### config.mk
export PLATFORM = sky130hd
export DESIGN_NAME = fsf_flag_logic
export DESIGN_NICKNAME = d
export VERILOG_FILES = /design/src/fsf_pkg.sv /design/src/fsf_pin_drive.sv /design/src/fsf_flag_logic.sv
export VERILOG_INCLUDE_DIRS = /design/src
export SDC_FILE = /design/constraint.sdc
export NUM_CORES = 1
export LEC_CHECK = 0
export ABC_AREA = 1
export BUFFER_PORTS_ARGS = -buffer_cell sky130_fd_sc_hd__buf_2
export CORE_ASPECT_RATIO = 0.9
export CORE_MARGIN = 5
export CORE_UTILIZATION = 25
export DETAILED_ROUTE_END_ITERATION = 8
export GPL_ROUTABILITY_DRIVEN = 1
export PLACE_DENSITY_LB_ADDON = 0.3
export SETUP_SLACK_MARGIN = 0.5
export SYNTH_ARGS = -nofsm -noshare
export SYNTH_HDL_FRONTEND = slang
export SYNTH_HIERARCHICAL = 1
export SYNTH_SLANG_ARGS = --single-unit
### constraint.sdc
create_clock -name clk_i -period 4.75 [get_ports clk_i]
set_clock_uncertainty 0.2 [all_clocks]
set_input_delay 0.2375 -clock clk_i [delete_from_list [all_inputs] [get_ports clk_i]]
set_output_delay 0.2375 -clock clk_i [all_outputs]
set_load 0.01 [all_outputs]
### src/fsf_map.svh
// Register offsets, field positions and reset values of the FIFO flag block
`ifndef FSF_MAP_SVH
`define FSF_MAP_SVH
`define FSF_OFF_STATUS 8'h0B
`define FSF_OFF_SETUP 8'h28
`define FSF_OFF_THRESH 8'h29
`define FSF_OFF_MAP1 8'h2A
`define FSF_OFF_MAP2 8'h2B
`define FSF_BIT_READY 1
`define FSF_BIT_LEVEL 2
`define FSF_BIT_OVERRUN 3
`define FSF_BIT_THR_HIGH 3
`define FSF_BIT_INT_LOW 7
`define FSF_MODE_LSB 0
`define FSF_MODE_MSB 1
`define FSF_RST_SETUP 8'h00
`define FSF_RST_THRESH 8'h80
`define FSF_RST_MAP 8'h00
`define FSF_DEPTH 512
`endif

### src/fsf_pkg.sv
// Types shared by the FIFO flag block
`default_nettype none
package fsf_pkg;
	typedef enum logic [1:0] {
		FSF_MODE_OFF = 2'b00,
		FSF_MODE_OLDEST = 2'b01,
		FSF_MODE_STREAM = 2'b10,
		FSF_MODE_TRIGGER = 2'b11
	} fsf_mode_t;
	// Flags in the same bit order as status bits 3..1
	typedef struct packed {
		logic overrun;
		logic level;
		logic ready;
	} fsf_flags_t;
	typedef struct packed {
		logic wr;
		logic rd;
		logic [7:0] addr;
		logic [7:0] wdata;
	} fsf_reg_req_t;
endpackage : fsf_pkg
`default_nettype wire

### src/fsf_pin_drive.sv
// Drive of one interrupt pin from its flag map
`timescale 1ns/1ps
`default_nettype none
`include "fsf_map.svh"
module fsf_pin_drive import fsf_pkg::*; (
	input wire logic clk_i,
	input wire logic arst_n_i,
	input wire logic [7:0] map_i,
	input wire fsf_flags_t flags_i,
	output logic pin_o,
	output logic pin_oe_o
);
	logic active;
	assign active = |(map_i[`FSF_BIT_OVERRUN:`FSF_BIT_READY] & flags_i);

	always_ff @(posedge clk_i or negedge arst_n_i) begin
		if (!arst_n_i) begin
			pin_oe_o <= 1'b0;
		end else begin
			pin_oe_o <= |map_i[`FSF_BIT_INT_LOW-1:0];
		end
	end

	always_ff @(posedge clk_i or negedge arst_n_i) begin
		if (!arst_n_i) begin
			pin_o <= 1'b0;
		end else begin
			pin_o <= active ^ map_i[`FSF_BIT_INT_LOW];
		end
	end

	property p_pin_polarity;
		@(posedge clk_i) disable iff (!arst_n_i)
		pin_oe_o |-> (pin_o == ($past(active) ^ $past(map_i[`FSF_BIT_INT_LOW])));
	endproperty
	a_pin_polarity: assert property (p_pin_polarity) else $error("pin level not flag OR with polarity");

	property p_pin_hiz;
		@(posedge clk_i) disable iff (!arst_n_i)
		(map_i[`FSF_BIT_INT_LOW-1:0] == 7'h00) |=> !pin_oe_o;
	endproperty
	a_pin_hiz: assert property (p_pin_hiz) else $error("unmapped pin is driven");
endmodule : fsf_pin_drive
`default_nettype wire

### src/fsf_flag_logic.sv
// FIFO status flags, setup registers and interrupt pin routing
// Overview of operation
// - Level flag, status bit 2, set when stored count reaches the threshold.
// - Level flag clears itself once reads drop the count below threshold.
// - A zero threshold keeps the level flag asserted.
// - Threshold count register resets to 0x80.
// - Non-empty flag high whenever the FIFO holds a valid sample.
// - Non-empty flag maps to pins through bit 1 of both map registers.
// - Overflow flag, status bit 3, set when unread data is overwritten.
// - In oldest-saved mode overflow sets when a sample finds no room.
// - Reading the FIFO clears the overflow flag without any acknowledge.
// - Disabling the FIFO clears the overflow flag.
// - Pin is OR of its mapped flags; unmapped or after reset, high-Z.
// - Pins active high unless the map register low-polarity bit is set.
`timescale 1ns/1ps
`default_nettype none
`include "fsf_map.svh"
module fsf_flag_logic import fsf_pkg::*; #(
	parameter int DEPTH = `FSF_DEPTH
) (
	input wire logic clk_i,
	input wire logic arst_n_i,
	input wire fsf_reg_req_t reg_req_i,
	output logic [7:0] reg_rdata_o,
	input wire logic sample_push_i,
	input wire logic sample_pop_i,
	output logic [$clog2(DEPTH+1)-1:0] fifo_count_o,
	output logic interrupt_pin_one_o,
	output logic interrupt_pin_one_oe_o,
	output logic interrupt_pin_two_o,
	output logic interrupt_pin_two_oe_o
);
	localparam int CNT_W = $clog2(DEPTH+1);
	// Compare width covers both the count and the nine-bit threshold so neither is cut
	localparam int CMP_W = (CNT_W > 9) ? CNT_W : 9;

	logic [7:0] fifo_setup;
	logic [7:0] fifo_threshold_count;
	logic [7:0] pin_one_flag_map;
	logic [7:0] pin_two_flag_map;
	logic [CNT_W-1:0] count;
	logic overrun;
	logic next_overrun;
	logic [CNT_W-1:0] next_count;
	logic [8:0] threshold;
	logic [CMP_W-1:0] count_ext;
	logic [CMP_W-1:0] threshold_ext;
	logic full;
	logic enabled;
	logic ov_set;
	logic ov_clear;
	fsf_mode_t mode;
	fsf_flags_t flags;
	logic [7:0] status;

	assign mode = fsf_mode_t'(fifo_setup[`FSF_MODE_MSB:`FSF_MODE_LSB]);
	assign enabled = (mode != FSF_MODE_OFF);
	assign threshold = {fifo_setup[`FSF_BIT_THR_HIGH], fifo_threshold_count};
	assign count_ext = CMP_W'(count);
	assign threshold_ext = CMP_W'(threshold);
	assign full = (count == CNT_W'(DEPTH));
	assign fifo_count_o = count;

	// Register writes
	always_ff @(posedge clk_i or negedge arst_n_i) begin
		if (!arst_n_i) begin
			fifo_setup <= `FSF_RST_SETUP;
			fifo_threshold_count <= `FSF_RST_THRESH;
			pin_one_flag_map <= `FSF_RST_MAP;
			pin_two_flag_map <= `FSF_RST_MAP;
		end else if (reg_req_i.wr) begin
			case (reg_req_i.addr)
				`FSF_OFF_SETUP: fifo_setup <= reg_req_i.wdata;
				`FSF_OFF_THRESH: fifo_threshold_count <= reg_req_i.wdata;
				`FSF_OFF_MAP1: pin_one_flag_map <= reg_req_i.wdata;
				`FSF_OFF_MAP2: pin_two_flag_map <= reg_req_i.wdata;
				default: ;
			endcase
		end
	end

	// Occupancy: a full FIFO keeps its count whether it overwrites or drops
	always_comb begin
		next_count = count;
		if (!enabled) begin
			next_count = '0;
		end else if (sample_push_i && !(sample_pop_i && count != '0)) begin
			if (!full) begin
				next_count = count + CNT_W'(1);
			end
		end else if (sample_pop_i && !sample_push_i && count != '0) begin
			next_count = count - CNT_W'(1);
		end
	end

	always_ff @(posedge clk_i or negedge arst_n_i) begin
		if (!arst_n_i) begin
			count <= '0;
		end else begin
			count <= next_count;
		end
	end

	// Overflow: a same-cycle read blocks the set, so the clear by a read wins
	assign ov_set = enabled && sample_push_i && full && !sample_pop_i;
	assign ov_clear = sample_pop_i || !enabled;
	assign next_overrun = ov_set || (overrun && !ov_clear);

	always_ff @(posedge clk_i or negedge arst_n_i) begin
		if (!arst_n_i) begin
			overrun <= 1'b0;
		end else begin
			overrun <= next_overrun;
		end
	end

	assign flags.ready = (count != '0);
	assign flags.level = (count_ext >= threshold_ext);
	assign flags.overrun = overrun;

	always_comb begin
		status = 8'h00;
		status[`FSF_BIT_OVERRUN:`FSF_BIT_READY] = flags;
	end

	// Read data
	always_ff @(posedge clk_i or negedge arst_n_i) begin
		if (!arst_n_i) begin
			reg_rdata_o <= 8'h00;
		end else if (reg_req_i.rd) begin
			case (reg_req_i.addr)
				`FSF_OFF_STATUS: reg_rdata_o <= status;
				`FSF_OFF_SETUP: reg_rdata_o <= fifo_setup;
				`FSF_OFF_THRESH: reg_rdata_o <= fifo_threshold_count;
				`FSF_OFF_MAP1: reg_rdata_o <= pin_one_flag_map;
				`FSF_OFF_MAP2: reg_rdata_o <= pin_two_flag_map;
				default: reg_rdata_o <= 8'h00;
			endcase
		end
	end

	fsf_pin_drive u_pin_one (
		.clk_i(clk_i),
		.arst_n_i(arst_n_i),
		.map_i(pin_one_flag_map),
		.flags_i(flags),
		.pin_o(interrupt_pin_one_o),
		.pin_oe_o(interrupt_pin_one_oe_o)
	);

	fsf_pin_drive u_pin_two (
		.clk_i(clk_i),
		.arst_n_i(arst_n_i),
		.map_i(pin_two_flag_map),
		.flags_i(flags),
		.pin_o(interrupt_pin_two_o),
		.pin_oe_o(interrupt_pin_two_oe_o)
	);

	property p_level_set;
		@(posedge clk_i) disable iff (!arst_n_i)
		(count_ext >= CMP_W'({fifo_setup[`FSF_BIT_THR_HIGH], fifo_threshold_count})) |-> status[2];
	endproperty
	a_level_set: assert property (p_level_set) else $error("level flag low at threshold");

	property p_level_drain;
		@(posedge clk_i) disable iff (!arst_n_i)
		(sample_pop_i && !sample_push_i && threshold != 9'h000
			&& count_ext == threshold_ext && !reg_req_i.wr) |=> !flags.level;
	endproperty
	a_level_drain: assert property (p_level_drain) else $error("level flag held below threshold");

	property p_level_zero;
		@(posedge clk_i) disable iff (!arst_n_i)
		(threshold == 9'h000) |-> flags.level;
	endproperty
	a_level_zero: assert property (p_level_zero) else $error("zero threshold without level flag");

	property p_thresh_reset;
		@(posedge clk_i) disable iff (!arst_n_i)
		$rose(arst_n_i) |-> (fifo_threshold_count == `FSF_RST_THRESH);
	endproperty
	a_thresh_reset: assert property (p_thresh_reset) else $error("threshold reset value wrong");

	property p_ready;
		@(posedge clk_i) disable iff (!arst_n_i)
		enabled && sample_push_i |=> status[1];
	endproperty
	a_ready: assert property (p_ready) else $error("non-empty flag missing after push");

	property p_overwrite;
		@(posedge clk_i) disable iff (!arst_n_i)
		(mode == FSF_MODE_STREAM && full && sample_push_i && !sample_pop_i) |=> (status[3] && full);
	endproperty
	a_overwrite: assert property (p_overwrite) else $error("overwrite without overflow flag");

	property p_oldest_full;
		@(posedge clk_i) disable iff (!arst_n_i)
		(mode == FSF_MODE_OLDEST && full && sample_push_i && !sample_pop_i && !reg_req_i.wr)
			|=> (overrun && count == $past(count));
	endproperty
	a_oldest_full: assert property (p_oldest_full) else $error("dropped sample not flagged");

	property p_read_clear;
		@(posedge clk_i) disable iff (!arst_n_i)
		(overrun && sample_pop_i && !sample_push_i) |=> !overrun;
	endproperty
	a_read_clear: assert property (p_read_clear) else $error("overflow not cleared by read");

	property p_off_clear;
		@(posedge clk_i) disable iff (!arst_n_i)
		!enabled |=> (!overrun && count == '0);
	endproperty
	a_off_clear: assert property (p_off_clear) else $error("overflow kept while disabled");
endmodule : fsf_flag_logic
`default_nettype wire

### Word-level counts from Yosys, hierarchy flattened

Cells that the tools add are included.

| word-level totals | value |
|---|---|
| bits in registers | 55 |
| input bits | 22 |
| output and inout port bits | 22 |
| word-level logic and storage cells | 57 |

| cells by class | value |
|---|---|
| add/sub/neg operators | 2 |
| order comparisons | 1 |
| equal/unequal tests | 8 |
| muxes and demuxes | 5 |
| bitwise gates (word level) | 4 |
| reductions and logical operators | 26 |

Operator list:

| kind | number |
|---|---|
| 10-bit two-way mux | 4 |
| 8-bit case mux with 5 select lines | 1 |
| 8-bit by 6-bit == test with 1-bit output, second input constant | 4 |
| 7-bit OR reduction | 2 |
| 10-bit by 1-bit adder with 10-bit output, second input constant | 1 |
| 10-bit == test, second input constant | 1 |
| 10-bit by 9-bit >= comparator with 1-bit output | 1 |
| 2-bit AND reduction | 5 |
| 10-bit nonzero test | 1 |
| 10-bit by 1-bit subtractor with 10-bit output, second input constant | 1 |
| 8-bit by 4-bit == test with 1-bit output, second input constant | 1 |
| 1-bit logical AND | 8 |
| 3-bit AND | 2 |
| 3-bit OR reduction | 2 |
| 1-bit logical NOT | 5 |
| 3-bit by 1-bit != test with 1-bit output, second input constant | 1 |
| 3-bit != test, second input constant | 1 |
| 1-bit logical OR | 2 |
| 2-bit nonzero test | 1 |
| 1-bit bitwise XOR | 2 |

### Logic depth before layout (Yosys ltp)

Gate-level depths: netlist (run 1).

| logic depth | value |
|---|---|
| word-level depth | 6 |
| mapped depth | 18 |
| mapped depth without buffers | 18 |

### Hierarchy

The synthesis (run 1) kept the hierarchy.

Modules (own cells, without submodules):

| module | times used | cells each | area an instance (µm²) | sequential area each (µm²) |
|---|---|---|---|---|
| fsf_flag_logic | 1 | 394 | 3121.7 | 1277.5 |
| fsf_pin_drive | 2 | 14 | 101.3 | 50.0 |

### Least setup slack after synthesis (run 1)

No wires, ideal clock.

| timing | value |
|---|---|
| kind | register -> register |
| from | register count[0] (netlist: fifo_count_o[0]) |
| to | register count[6] (netlist: fifo_count_o[6]) |
| library setup time | 0.117 ns |
| arrival time | 2.158 ns |
| data required time | 4.433 ns |
| slack | 2.275 ns |
| stages on the path, launching flop included | 16 |
| path buffers | 0 |
| period minus slack after synthesis | 2.475 ns |
| cells stage by stage | dfrtp_1 -> nor2_1 -> nand2_1 -> nor2_4 -> nand2_4 -> nand2_4 -> nand2_1 -> fa_1 -> nand3_1 -> nand3_1 -> nand3_1 -> nand2_1 -> xnor2_1 -> inv_1 -> nand2_1 -> nand2_1 |

RTL lines:

| element | RTL line | RTL |
|---|---|---|
| start, declared | fsf_flag_logic.sv:41 | `logic [CNT_W-1:0] count;` |
| start signal, assigned | fsf_flag_logic.sv:100 | `count <= next_count;` |

==> impl_metrics.ini, run 1 <==
[route]
vias = 2852
totalWireLength_um = 8483
avgRoutedWirePerCell_um = 13.34
drt_iter0_drc = 214
first_pass_iters = 4
vias_per_cell = 4.484
drc = 0
antenna_left = 0

[yosys]
synth_seq_area_share_pct = 41.44
ys.flop_type = dfrtp_1
syn_nets = 462
async_reset_ff_share_pct = 100.0
synth_seq_cells = 55
synth_adder_area_share_pct = 7.000
synth-simple-area-share_pct = 31.28
synth.mux.area_fraction_pct = 0
yosysWarnings = 6
synth_xor_area_share_pct = 1.581
syn_area_um2 = 3324
synth_top_family_by_area = simple AND/OR/NAND/NOR gates
synth_compound_area_share_pct = 11.89
synthCells = 422
synth_edf_count = 0
yosysUniqueCellTypes = 36
synth_area_per_cell_um2 = 7.878

[min_path]
min_from = reg_req_i[16]
hold_path_depth = 3
holdPathEnd = reg_rdata_o[3]
hold_class = input pin to flip-flop

[power]
p_int_uw = 828.9
vdd_drop_max_mv = 0.1396
power_switching_uw = 342.0
combPwrFrac_pct = 21.8
clkPwrFrac_pct = 34.4
switching_share_pct = 29.21
seq_power_share_pct = 43.9
pwr_density_cell_nw_per_um2 = 301.6
p_leak_nw = 2.012

[finish]
diodes = 0
fill_cells = 1441
syn_to_final_growth_pct = 16.79
final_layout_size_suffix_gt1_share_pct = 20.73
stdcell_count = 636
fin_nets = 508

[cts]
cts_sinks = 55
ctsResizeCount = 0
cts-buffers-inserted = 5
cts_root_buf = clkbuf_16
clk_latency_ns = 0.29
cts_tree = built
post_cts.repair.setup_buffers = 0
ctsHoldBuffers = 1
clock_path_buffers = 2
cts_max_level = 2
clk_pin_slew_worst_paths_ns = 0.07

[grt]
grt_pass1_vias = 2850
grt_pass1_wl_um = 14380
track_usage_pct = 11.06
antenna_found_initial = 0
grt_start_max_net_pins = 56
overflow = 0

[floorplanning]
die_w_um = 131.6
coreArea_um2 = 13210
die-area_um2 = 15710
start_util_pct = 25.16
io_pins = 44
placementRows = 40
fp.dieH_um = 119.4

[setup_path]
rr_worst_depth = 14
rrSetupSlack_ns = 1.92
cp-start-kind = flip-flop
worst-setup-path-type = flip-flop to flip-flop
end_kind = flip-flop
timing.rr.start = fifo_count_o[4]
path_cells = nor2_1, nand2_1, nor2_4, nand2_4, nand2_4, nand2_1, ha_1, nand3_1, nand3_1, nand4_1, nand2_1, xor2_1, nand2_1, o21ai_1
crit_fanout = 11
critical_path_arrival_ns = 2.84
cpMostUsedCell = nand2_1
reg2reg_to = fifo_count_o[8]
required_ns = 4.76
timing.critical_path.slowest_cell_delay_ns = 0.49
crit_path_top_delay_cell = ha_1

[timing]
setup_viol_count_final = 0
relSlewSlack_pct = 52.64
slew_violations = 0
tightestPinTransition_ns = 0.7104
grt_setup_unrepaired = false
fin_setup_tns_ns = 0
min_period_ns = 2.833
clock.fmax_mhz = 353.0
post-route-period-util_pct = 59.64
hold_viol_final = 0

[placement]
post-place-cells = 628
portBuffers = 43
place_hpwl_um = 6675
place.gp.congestion = 0.9108

[flow_run]
cap_viol_max_count = 0

[status]
status = completed
power groups by stage:
stage	Combinational (mW)	Clock [mW]	Sequential [mW]
2_1_floorplan	0.170	0	0.524
3_3_place_gp	0.255	0	0.522
3_5_place_dp	0.256	0	0.523
4_1_cts	0.258	0.416	0.514
5_1_grt	0.288	0.437	0.517
6_report	0.255	0.403	0.513
flip-flops by register name (all words and copies together) (netlist names):
| register | count |
|---|---|
| fifo_threshold_count | 8 |
| u_pin_one/pin_o | 1 |
| reg_rdata_o | 8 |
| u_pin_one/pin_oe_o | 1 |
| pin_two_flag_map | 8 |
| u_pin_two/pin_oe_o | 1 |
| u_pin_two/pin_o | 1 |
| pin_one_flag_map | 8 |
| fifo_setup | 8 |
| overrun | 1 |
| fifo_count_o | 10 |
placed cells by master, fill, tap and decap left out:
cell type / instances
bufinv_16: 1
inv_2: 6
a31oi_1: 1
xor2_1: 3
clkbuf_16: 5
nand3_2: 2
nor2_1: 24
dfrtp_1: 54
inv_1: 40
buf_2: 43
nand2_1: 140
o21ai_2: 16
and2_1: 1
a21o_1: 1
clkbuf_1: 1
o211ai_1: 1
o21ai_0: 6
nand4_2: 1
nor3_2: 2
buf_4: 1
a21oi_4: 1
nand2_4: 4
nor3_4: 2
ha_1: 17
o21bai_1: 1
nor3_1: 5
o21a_1: 2
nor2_4: 2
clkinv_2: 2
nand2_2: 8
fa_1: 1
a21oi_1: 7
nand3_1: 28
dfstp_2: 1
xnor2_1: 3
dlygate4sd3_1: 1
o21ai_1: 26
nand4_1: 8
stage by stage:
| stage | area [um2] | hold slack, ns | setup WS, ns | util [%] | power [mW] |
|---|---|---|---|---|---|
| final | 3882 | 0.06850 | 1.917 | 29.38 | 1.171 |
| after floorplan | 3324 | -0.2581 | 2.275 | - | 0.6941 |
| after global placement | 3714 | 0.2209 | 1.929 | 28.11 | 0.7768 |
| after global routing | 3882 | 0.07992 | 1.603 | 29.38 | 1.242 |
| after CTS | 3882 | 0.06747 | 1.899 | 29.38 | 1.187 |
| after detailed placement | 3714 | 0.2205 | 1.927 | 28.11 | 0.7784 |
worst max-delay path, delay by kind of cell (launching register included):
kind / cells / cell delay (ns)
AO/OA/AOI/OAI: 1 / 0.09
XOR/XNOR: 1 / 0.19
adder cells (fa/ha/maj): 1 / 0.49
flip-flops: 1 / 0.45
AND/OR/NAND/NOR: 11 / 1.33
area by class of cell:
type	count	area, um2	area share [%]
Clock buffer	6	128.9	3.319
Multi-Input combinational cell	313	1720	44.31
Sequential cell	55	1378	35.48
Inverter	48	182.7	4.705
Timing Repair Buffer	45	232.7	5.994
Clock inverter	1	30.03	0.7734
Tap cell	168	210.2	5.414
worst max path at each step:
stage | slack [ns] | startpoint | cells past startpoint | to
2_1_floorplan | 2.28 | fifo_count_o[0] | 15 | fifo_count_o[6]
4_1_cts | 1.90 | fifo_count_o[4] | 14 | fifo_count_o[8]
6_report | 1.92 | fifo_count_o[4] | 14 | fifo_count_o[8]
3_3_place_gp | 1.93 | fifo_count_o[7] | 14 | fifo_count_o[8]
5_1_grt | 1.60 | fifo_count_o[4] | 15 | fifo_count_o[9]
3_5_place_dp | 1.93 | fifo_count_o[4] | 14 | fifo_count_o[8]
Yosys cell counts, types with 2 or more instances:
master | number | area (um2)
buf_2 | 2 | 10.01
clkinv_2 | 2 | 10.01
xnor2_1 | 3 | 26.28
inv_2 | 6 | 22.52
xor2_1 | 3 | 26.28
dfrtp_1 | 54 | 1351
o21ai_1 | 26 | 130.1
o21ai_0 | 6 | 30.03
ha_1 | 17 | 212.7
nand4_1 | 8 | 50.05
nand2_2 | 8 | 50.05
nand2_1 | 140 | 525.5
a21oi_1 | 7 | 35.03
o21a_1 | 2 | 15.01
o21ai_2 | 16 | 140.1
nor2_4 | 2 | 22.52
nand2_4 | 4 | 45.04
inv_1 | 40 | 150.1
nand3_2 | 2 | 20.02
nand3_1 | 28 | 140.1
nor2_1 | 24 | 90.09
nor3_4 | 2 | 32.53
nor3_2 | 2 | 20.02
nor3_1 | 5 | 25.02
buf_6 | 2 | 22.52
cells by family (layout without fill, tap and decap cells):
group,after synthesis,after routing
adder cells (fa/ha/maj),18,18
XOR/XNOR,6,6
AND/OR/NAND/NOR,227,227
flip-flops,55,55
AO/OA/AOI/OAI,62,62
buffers and inverters,54,100
metal layers:
layer	share of wire, %	wire length, um	global-route usage, %
met1	50	4237	15.89
met2	44	3771	17.04
met3	3.5	293	1.436
met4	2.1	180	3.920
met5	0	0	0
Power figures use the tool's default switching activity.
==> run 2, diff against run 1 <==
==> constraint.sdc (replaced) <==
create_clock -name clk_i -period 2.54 [get_ports clk_i]
set_clock_uncertainty 0.2 [all_clocks]
set_input_delay 0.127 -clock clk_i [delete_from_list [all_inputs] [get_ports clk_i]]
set_output_delay 0.127 -clock clk_i [all_outputs]
set_load 0.01 [all_outputs]
==> impl_metrics.ini, run 2 (same netlist as run 1, synthesis figures left out) <==
[timing]
slew_violations = 0
clock.fmax_mhz = 409.0
tightestPinTransition_ns = 0.5778
hold_viol_final = 2
grt_setup_unrepaired = true
post-route-period-util_pct = 96.25
relSlewSlack_pct = 61.27
min_period_ns = 2.445
whs_ns = -0.01159
setup_viol_count_final = 0

[finish]
most-common-layout-cells = nand2_1 (128), dfrtp_1 (49), buf_2 (43)
diodes = 0
multi_input_area_um2 = 1992
regArea_um2 = 1384
stdcell_count = 671
largest_reg_flops = 10
fin_util_pct = 33.54
final_area_um2 = 4432
syn_to_final_growth_pct = 33.31
fill_cells = 1391
final_common_cell = nand2_1
final_layout_size_suffix_gt1_share_pct = 33.20
fin_nets = 542

[setup_path]
end_kind = flip-flop
cp_top_family = simple AND/OR/NAND/NOR gates
crit_path_top_delay_cell = dfrtp_2
critical_path_arrival_ns = 2.43
cp-start-kind = flip-flop
timing.critical_path.slowest_cell_delay_ns = 0.41
crit_fanout = 6
path_cells = nor2_1, nand2_1, nor2_4, nand2_4, nand2_8, nand2_8, ha_4, nand3_2, nand3_2, nand4_1, nand2_1, nand2_1, nand2_1, inv_1, nand2_1, nand2_1
required_ns = 2.53
worst-setup-path-type = flip-flop to flip-flop
cpMostUsedCell = nand2_1
worst-path-buf-inv = 1

[cts]
cts_max_level = 2
cts_root_buf = clkbuf_16
cts-buffers-inserted = 5
clk_latency_ns = 0.29
clk_pin_slew_worst_paths_ns = 0.07
clock_path_buffers = 2
cts_sinks = 55
cts_tree = built

[floorplanning]
fp.dieH_um = 119.4
placementRows = 40
start_util_pct = 25.16
coreArea_um2 = 13210
die-area_um2 = 15710
io_pins = 44
die_w_um = 131.6

[route]
vias = 3010
avgRoutedWirePerCell_um = 13.66
antenna_left = 0
first_pass_iters = 4
drt_iter0_drc = 186
vias_per_cell = 4.486
drc = 0
totalWireLength_um = 9166

[power]
p_leak_nw = 2.205
switching_share_pct = 31.45
p_int_mw = 1.630
combPwrFrac_pct = 30.6
power_switching_uw = 747.7
seq_power_share_pct = 40.0
vdd_drop_max_mv = 0.2040
pwr_density_cell_nw_per_um2 = 536.5
clkPwrFrac_pct = 29.3

[placement]
portBuffers = 43
post-place-cells = 639
place_area_um2 = 3876
place_hpwl_um = 6913
place.gp.congestion = 0.8609

[grt]
track_usage_pct = 11.69
grt_pass1_wl_um = 15300
grt_start_max_net_pins = 24
antenna_found_initial = 0
grt_pass1_vias = 3034
overflow = 0

[status]
status = complete, but fails checks
violations = hold timing

[min_path]
hold_class = input pin to flip-flop

[flow_run]
cap_viol_max_count = 0
[run 2: changes by cell type in the layout (fill, tap and decap cells not counted), sizes merged]
cell         change
buf             +25
bufinv           -1
clkbuf           +1
clkinv           +1
dlygate4sd3      +8
nand2            +1
[run 2: layout make-up]
type                            instances  area share [%]
Inverter                               48           4.122
Tap cell                              168           4.743
Clock inverter                          1          0.1976
Sequential cell                        55           31.23
Timing Repair Buffer                   78           11.55
Clock buffer                            7           3.219
Multi-Input combinational cell        314           44.95
[run 2: metal layers]
metal / global-route usage, % / wire length [um]
met1: 16.92 / 4426
met3: 1.520 / 384
met5: 0 / 0
met2: 18.31 / 4241
met4: 3.213 / 114
[run 2: timing repair]
| action | in CTS | in global routing |
|---|---|---|
| hold endpoints to repair | 46 | 0 |
| hold buffers | 9 | 0 |
| buffers inserted | 6 | 8 |
| cloned | 1 | 0 |
| pin swaps | 10 | 35 |
| endpoints found under the setup margin | 10 | 11 |
| gates resized for setup | 15 | 24 |
[run 2: final timing paths]
path                                       from             endpoint  slack, ns  depth (start not counted)
worst max-delay path            fifo_count_o[5]      fifo_count_o[7]        0.1                         16
worst min-delay path               reg_req_i[4]  pin_two_flag_map[4]      -0.01                          3
worst max register to register  fifo_count_o[5]      fifo_count_o[7]        0.1                         16
worst min register to register   reg_rdata_o[4]       reg_rdata_o[4]       0.28                          2
max in group asynchronous              arst_n_i      fifo_count_o[2]       1.31                          3
min in group asynchronous              arst_n_i   u_pin_one/pin_oe_o       0.14                          2
[run 2: per-stage QoR]
step / power [mW] / setup TNS (ns) / worst slack [ns]
final: 2.378 / 0 / 0.09531
after detailed placement: 1.508 / 0 / 0.09824
after CTS: 2.300 / 0 / 0.1882
after global routing: 2.513 / -0.05744 / -0.04430
after global placement: 1.502 / 0 / 0.1193
after floorplan: 1.329 / 0 / 0.2491
[run 2: power groups by stage]
stage	Combinational, mW	Clock [mW]	Sequential (mW)
detailed placement	0.540	0	0.968
finish	0.728	0.698	0.951
floorplan	0.347	0	0.982
global placement	0.535	0	0.967
CTS	0.632	0.716	0.952
global route	0.807	0.749	0.957
[run 2: worst register-to-register path, delay by kind of cell (launching register included)]
kind          cells  cell delay (ns)
fa+ha+maj         1             0.34
buf+inv           1             0.05
simple gates     14             1.36
flops             1             0.41
==> run 3, diff against run 2 <==
--- a/config.mk
+++ b/config.mk
@@ -13,8 +13,11 @@
 export CORE_UTILIZATION = 25
 export DETAILED_ROUTE_END_ITERATION = 8
 export GPL_ROUTABILITY_DRIVEN = 1
+export GPL_TIMING_DRIVEN = 0
 export PLACE_DENSITY_LB_ADDON = 0.3
 export SETUP_SLACK_MARGIN = 0.5
+export SKIP_CTS_REPAIR_TIMING = 1
+export SLEW_MARGIN = 5
 export SYNTH_ARGS = -nofsm -noshare
 export SYNTH_HDL_FRONTEND = slang
 export SYNTH_HIERARCHICAL = 1
==> impl_metrics.ini, run 3 (same netlist as run 1, synthesis figures left out) <==
[route]
drt-met1-wl_um = 4202
wl_met3_um = 445
avgRoutedWirePerCell_um = 13.31
first_pass_iters = 4
vias = 2949
drc = 0
vias_per_cell = 4.455
antenna_left = 0
drt_iter0_drc = 191
top_layer = met4
wl_met2_um = 4104
totalWireLength_um = 8813

[finish]
final_common_cell = nand2_1
fin_util_pct = 32.32
fill_cells = 1434
most-common-layout-cells = nand2_1 (137), dfrtp_1 (46), buf_2 (43)
fin_nets = 533
diodes = 0
final_layout_size_suffix_gt1_share_pct = 30.16
largest_reg_flops = 10
syn_to_final_growth_pct = 28.45

[floorplanning]
placementRows = 40
die_w_um = 131.6
coreArea_um2 = 13210
start_util_pct = 25.16
die-area_um2 = 15710
io_pins = 44
fp.dieH_um = 119.4

[setup_path]
path_cells = nor2_1, nand2_1, nor2_4, nand2_4, nand2_8, nand2_8, fa_2, nand3_2, nand3_4, nand3_2, nand2_2, xnor2_2, inv_1, nand2_1, nand2_1
timing.rr.start = fifo_count_o[0]
cpMostUsedCell = nand2_1
required_ns = 2.52
timing.critical_path.slowest_cell_delay_ns = 0.42
end_kind = flip-flop
worst-setup-path-type = flip-flop to flip-flop
critical_path_arrival_ns = 2.42
cp-start-kind = flip-flop
rr_worst_depth = 15
crit_fanout = 6
crit_path_start = fifo_count_o[0]
crit_path_top_delay_cell = dfrtp_2

[min_path]
min_from = reg_req_i[2]
hold_class = input pin to flip-flop
hold_path_depth = 3

[power]
seq_power_share_pct = 42.0
power_switching_uw = 706.9
p_leak_nw = 2.141
p_int_mw = 1.571
combPwrFrac_pct = 27.4
pwr_density_cell_nw_per_um2 = 533.5
clkPwrFrac_pct = 30.6
switching_share_pct = 31.03
vdd_drop_max_mv = 0.2719

[grt]
overflow = 0
grt_pass1_vias = 2759
grt_pass1_wl_um = 14210
antenna_found_initial = 0
grt_start_max_net_pins = 56
track_usage_pct = 10.84

[cts]
cts_sinks = 55
cts_max_level = 2
clk_latency_ns = 0.29
clk_pin_slew_worst_paths_ns = 0.07
cts_root_buf = clkbuf_16
cts-buffers-inserted = 5
clock_path_buffers = 2
cts_tree = built

[timing]
post-route-period-util_pct = 96.11
grt_setup_unrepaired = true
clock.fmax_mhz = 409.6
hold_viol_final = 19
min_period_ns = 2.441
whs_ns = -0.02672
tightestPinTransition_ns = 0.7092
setup_viol_count_final = 0
relSlewSlack_pct = 52.72
slew_violations = 0

[placement]
place_hpwl_um = 6798
portBuffers = 42
place.gp.congestion = 0.8710

[status]
status = complete, but fails checks
violations = hold timing

[flow_run]
cap_viol_max_count = 0
[run 3: cell count changes in the layout (fill, tap and decap cells not counted), sizes merged]
| cell | before | now |
|---|---|---|
| dlygate4sd3 | 9 | 3 |
| buf | 69 | 65 |
| clkbuf | 7 | 8 |
[run 3: final timing paths]
path	endpoint	slack (ns)
min reg2reg	reg_rdata_o[5]	0.28
max	fifo_count_o[6]	0.1
max in group asynchronous	fifo_count_o[4]	1.39
min in group asynchronous	reg_rdata_o[3]	0.22
min	pin_one_flag_map[2]	-0.03
max reg2reg	fifo_count_o[6]	0.1
[run 3: final cells by class]
type                    instances  area [um2]  share of cell area [%]
repair buffers                 63       381.6                   8.936
multi-input cells             314        1913                   44.80
clock inverters                 1       8.758                  0.2051
clock buffers                   7       142.6                   3.340
inverters                      48       182.7                   4.278
well taps                     168       210.2                   4.922
flip-flops and latches         55        1388                   32.49
plain buffers                   6       43.79                   1.025
[run 3: power groups by stage]
| stage | logic [mW] | registers [mW] | clock network [mW] |
|---|---|---|---|
| after global placement | 0.503 | 0.983 | 0 |
| after floorplan | 0.347 | 0.982 | 0 |
| after global routing | 0.699 | 0.963 | 0.749 |
| after CTS | 0.512 | 0.967 | 0.722 |
| final | 0.625 | 0.957 | 0.696 |
| after detailed placement | 0.510 | 0.984 | 0 |
[run 3: metrics by stage]
step            TNS, ns  std cells  power [mW]  instance area [um2]  setup WS, ns
5_1_grt        -0.05850        662       2.411                 4270      -0.04884
4_1_cts         -0.2134        640       2.202                 3976      -0.07482
3_3_place_gp    -0.1342        632       1.486                 3825      -0.05206
6_report              0        662       2.278                 4270       0.09876
3_5_place_dp    -0.1304        632       1.493                 3825      -0.05269
2_1_floorplan         0        422       1.329                 3405        0.2491
[run 3: per-layer routing]
metal / GRT usage (%) / vias to the layer above
li1: - / 1516
met1: 15.31 / 1369
met2: 17.07 / 58
met3: 2.365 / 6
met4: 2.249 / 0
met5: 0 / -
[run 3: critical path: cells and delay by family (launching register included)]
kind / cells / cell delay (ns)
simple gates: 12 / 1.06
flops: 1 / 0.42
fa+ha+maj: 1 / 0.39
xor+xnor: 1 / 0.19
buf+inv: 1 / 0.06
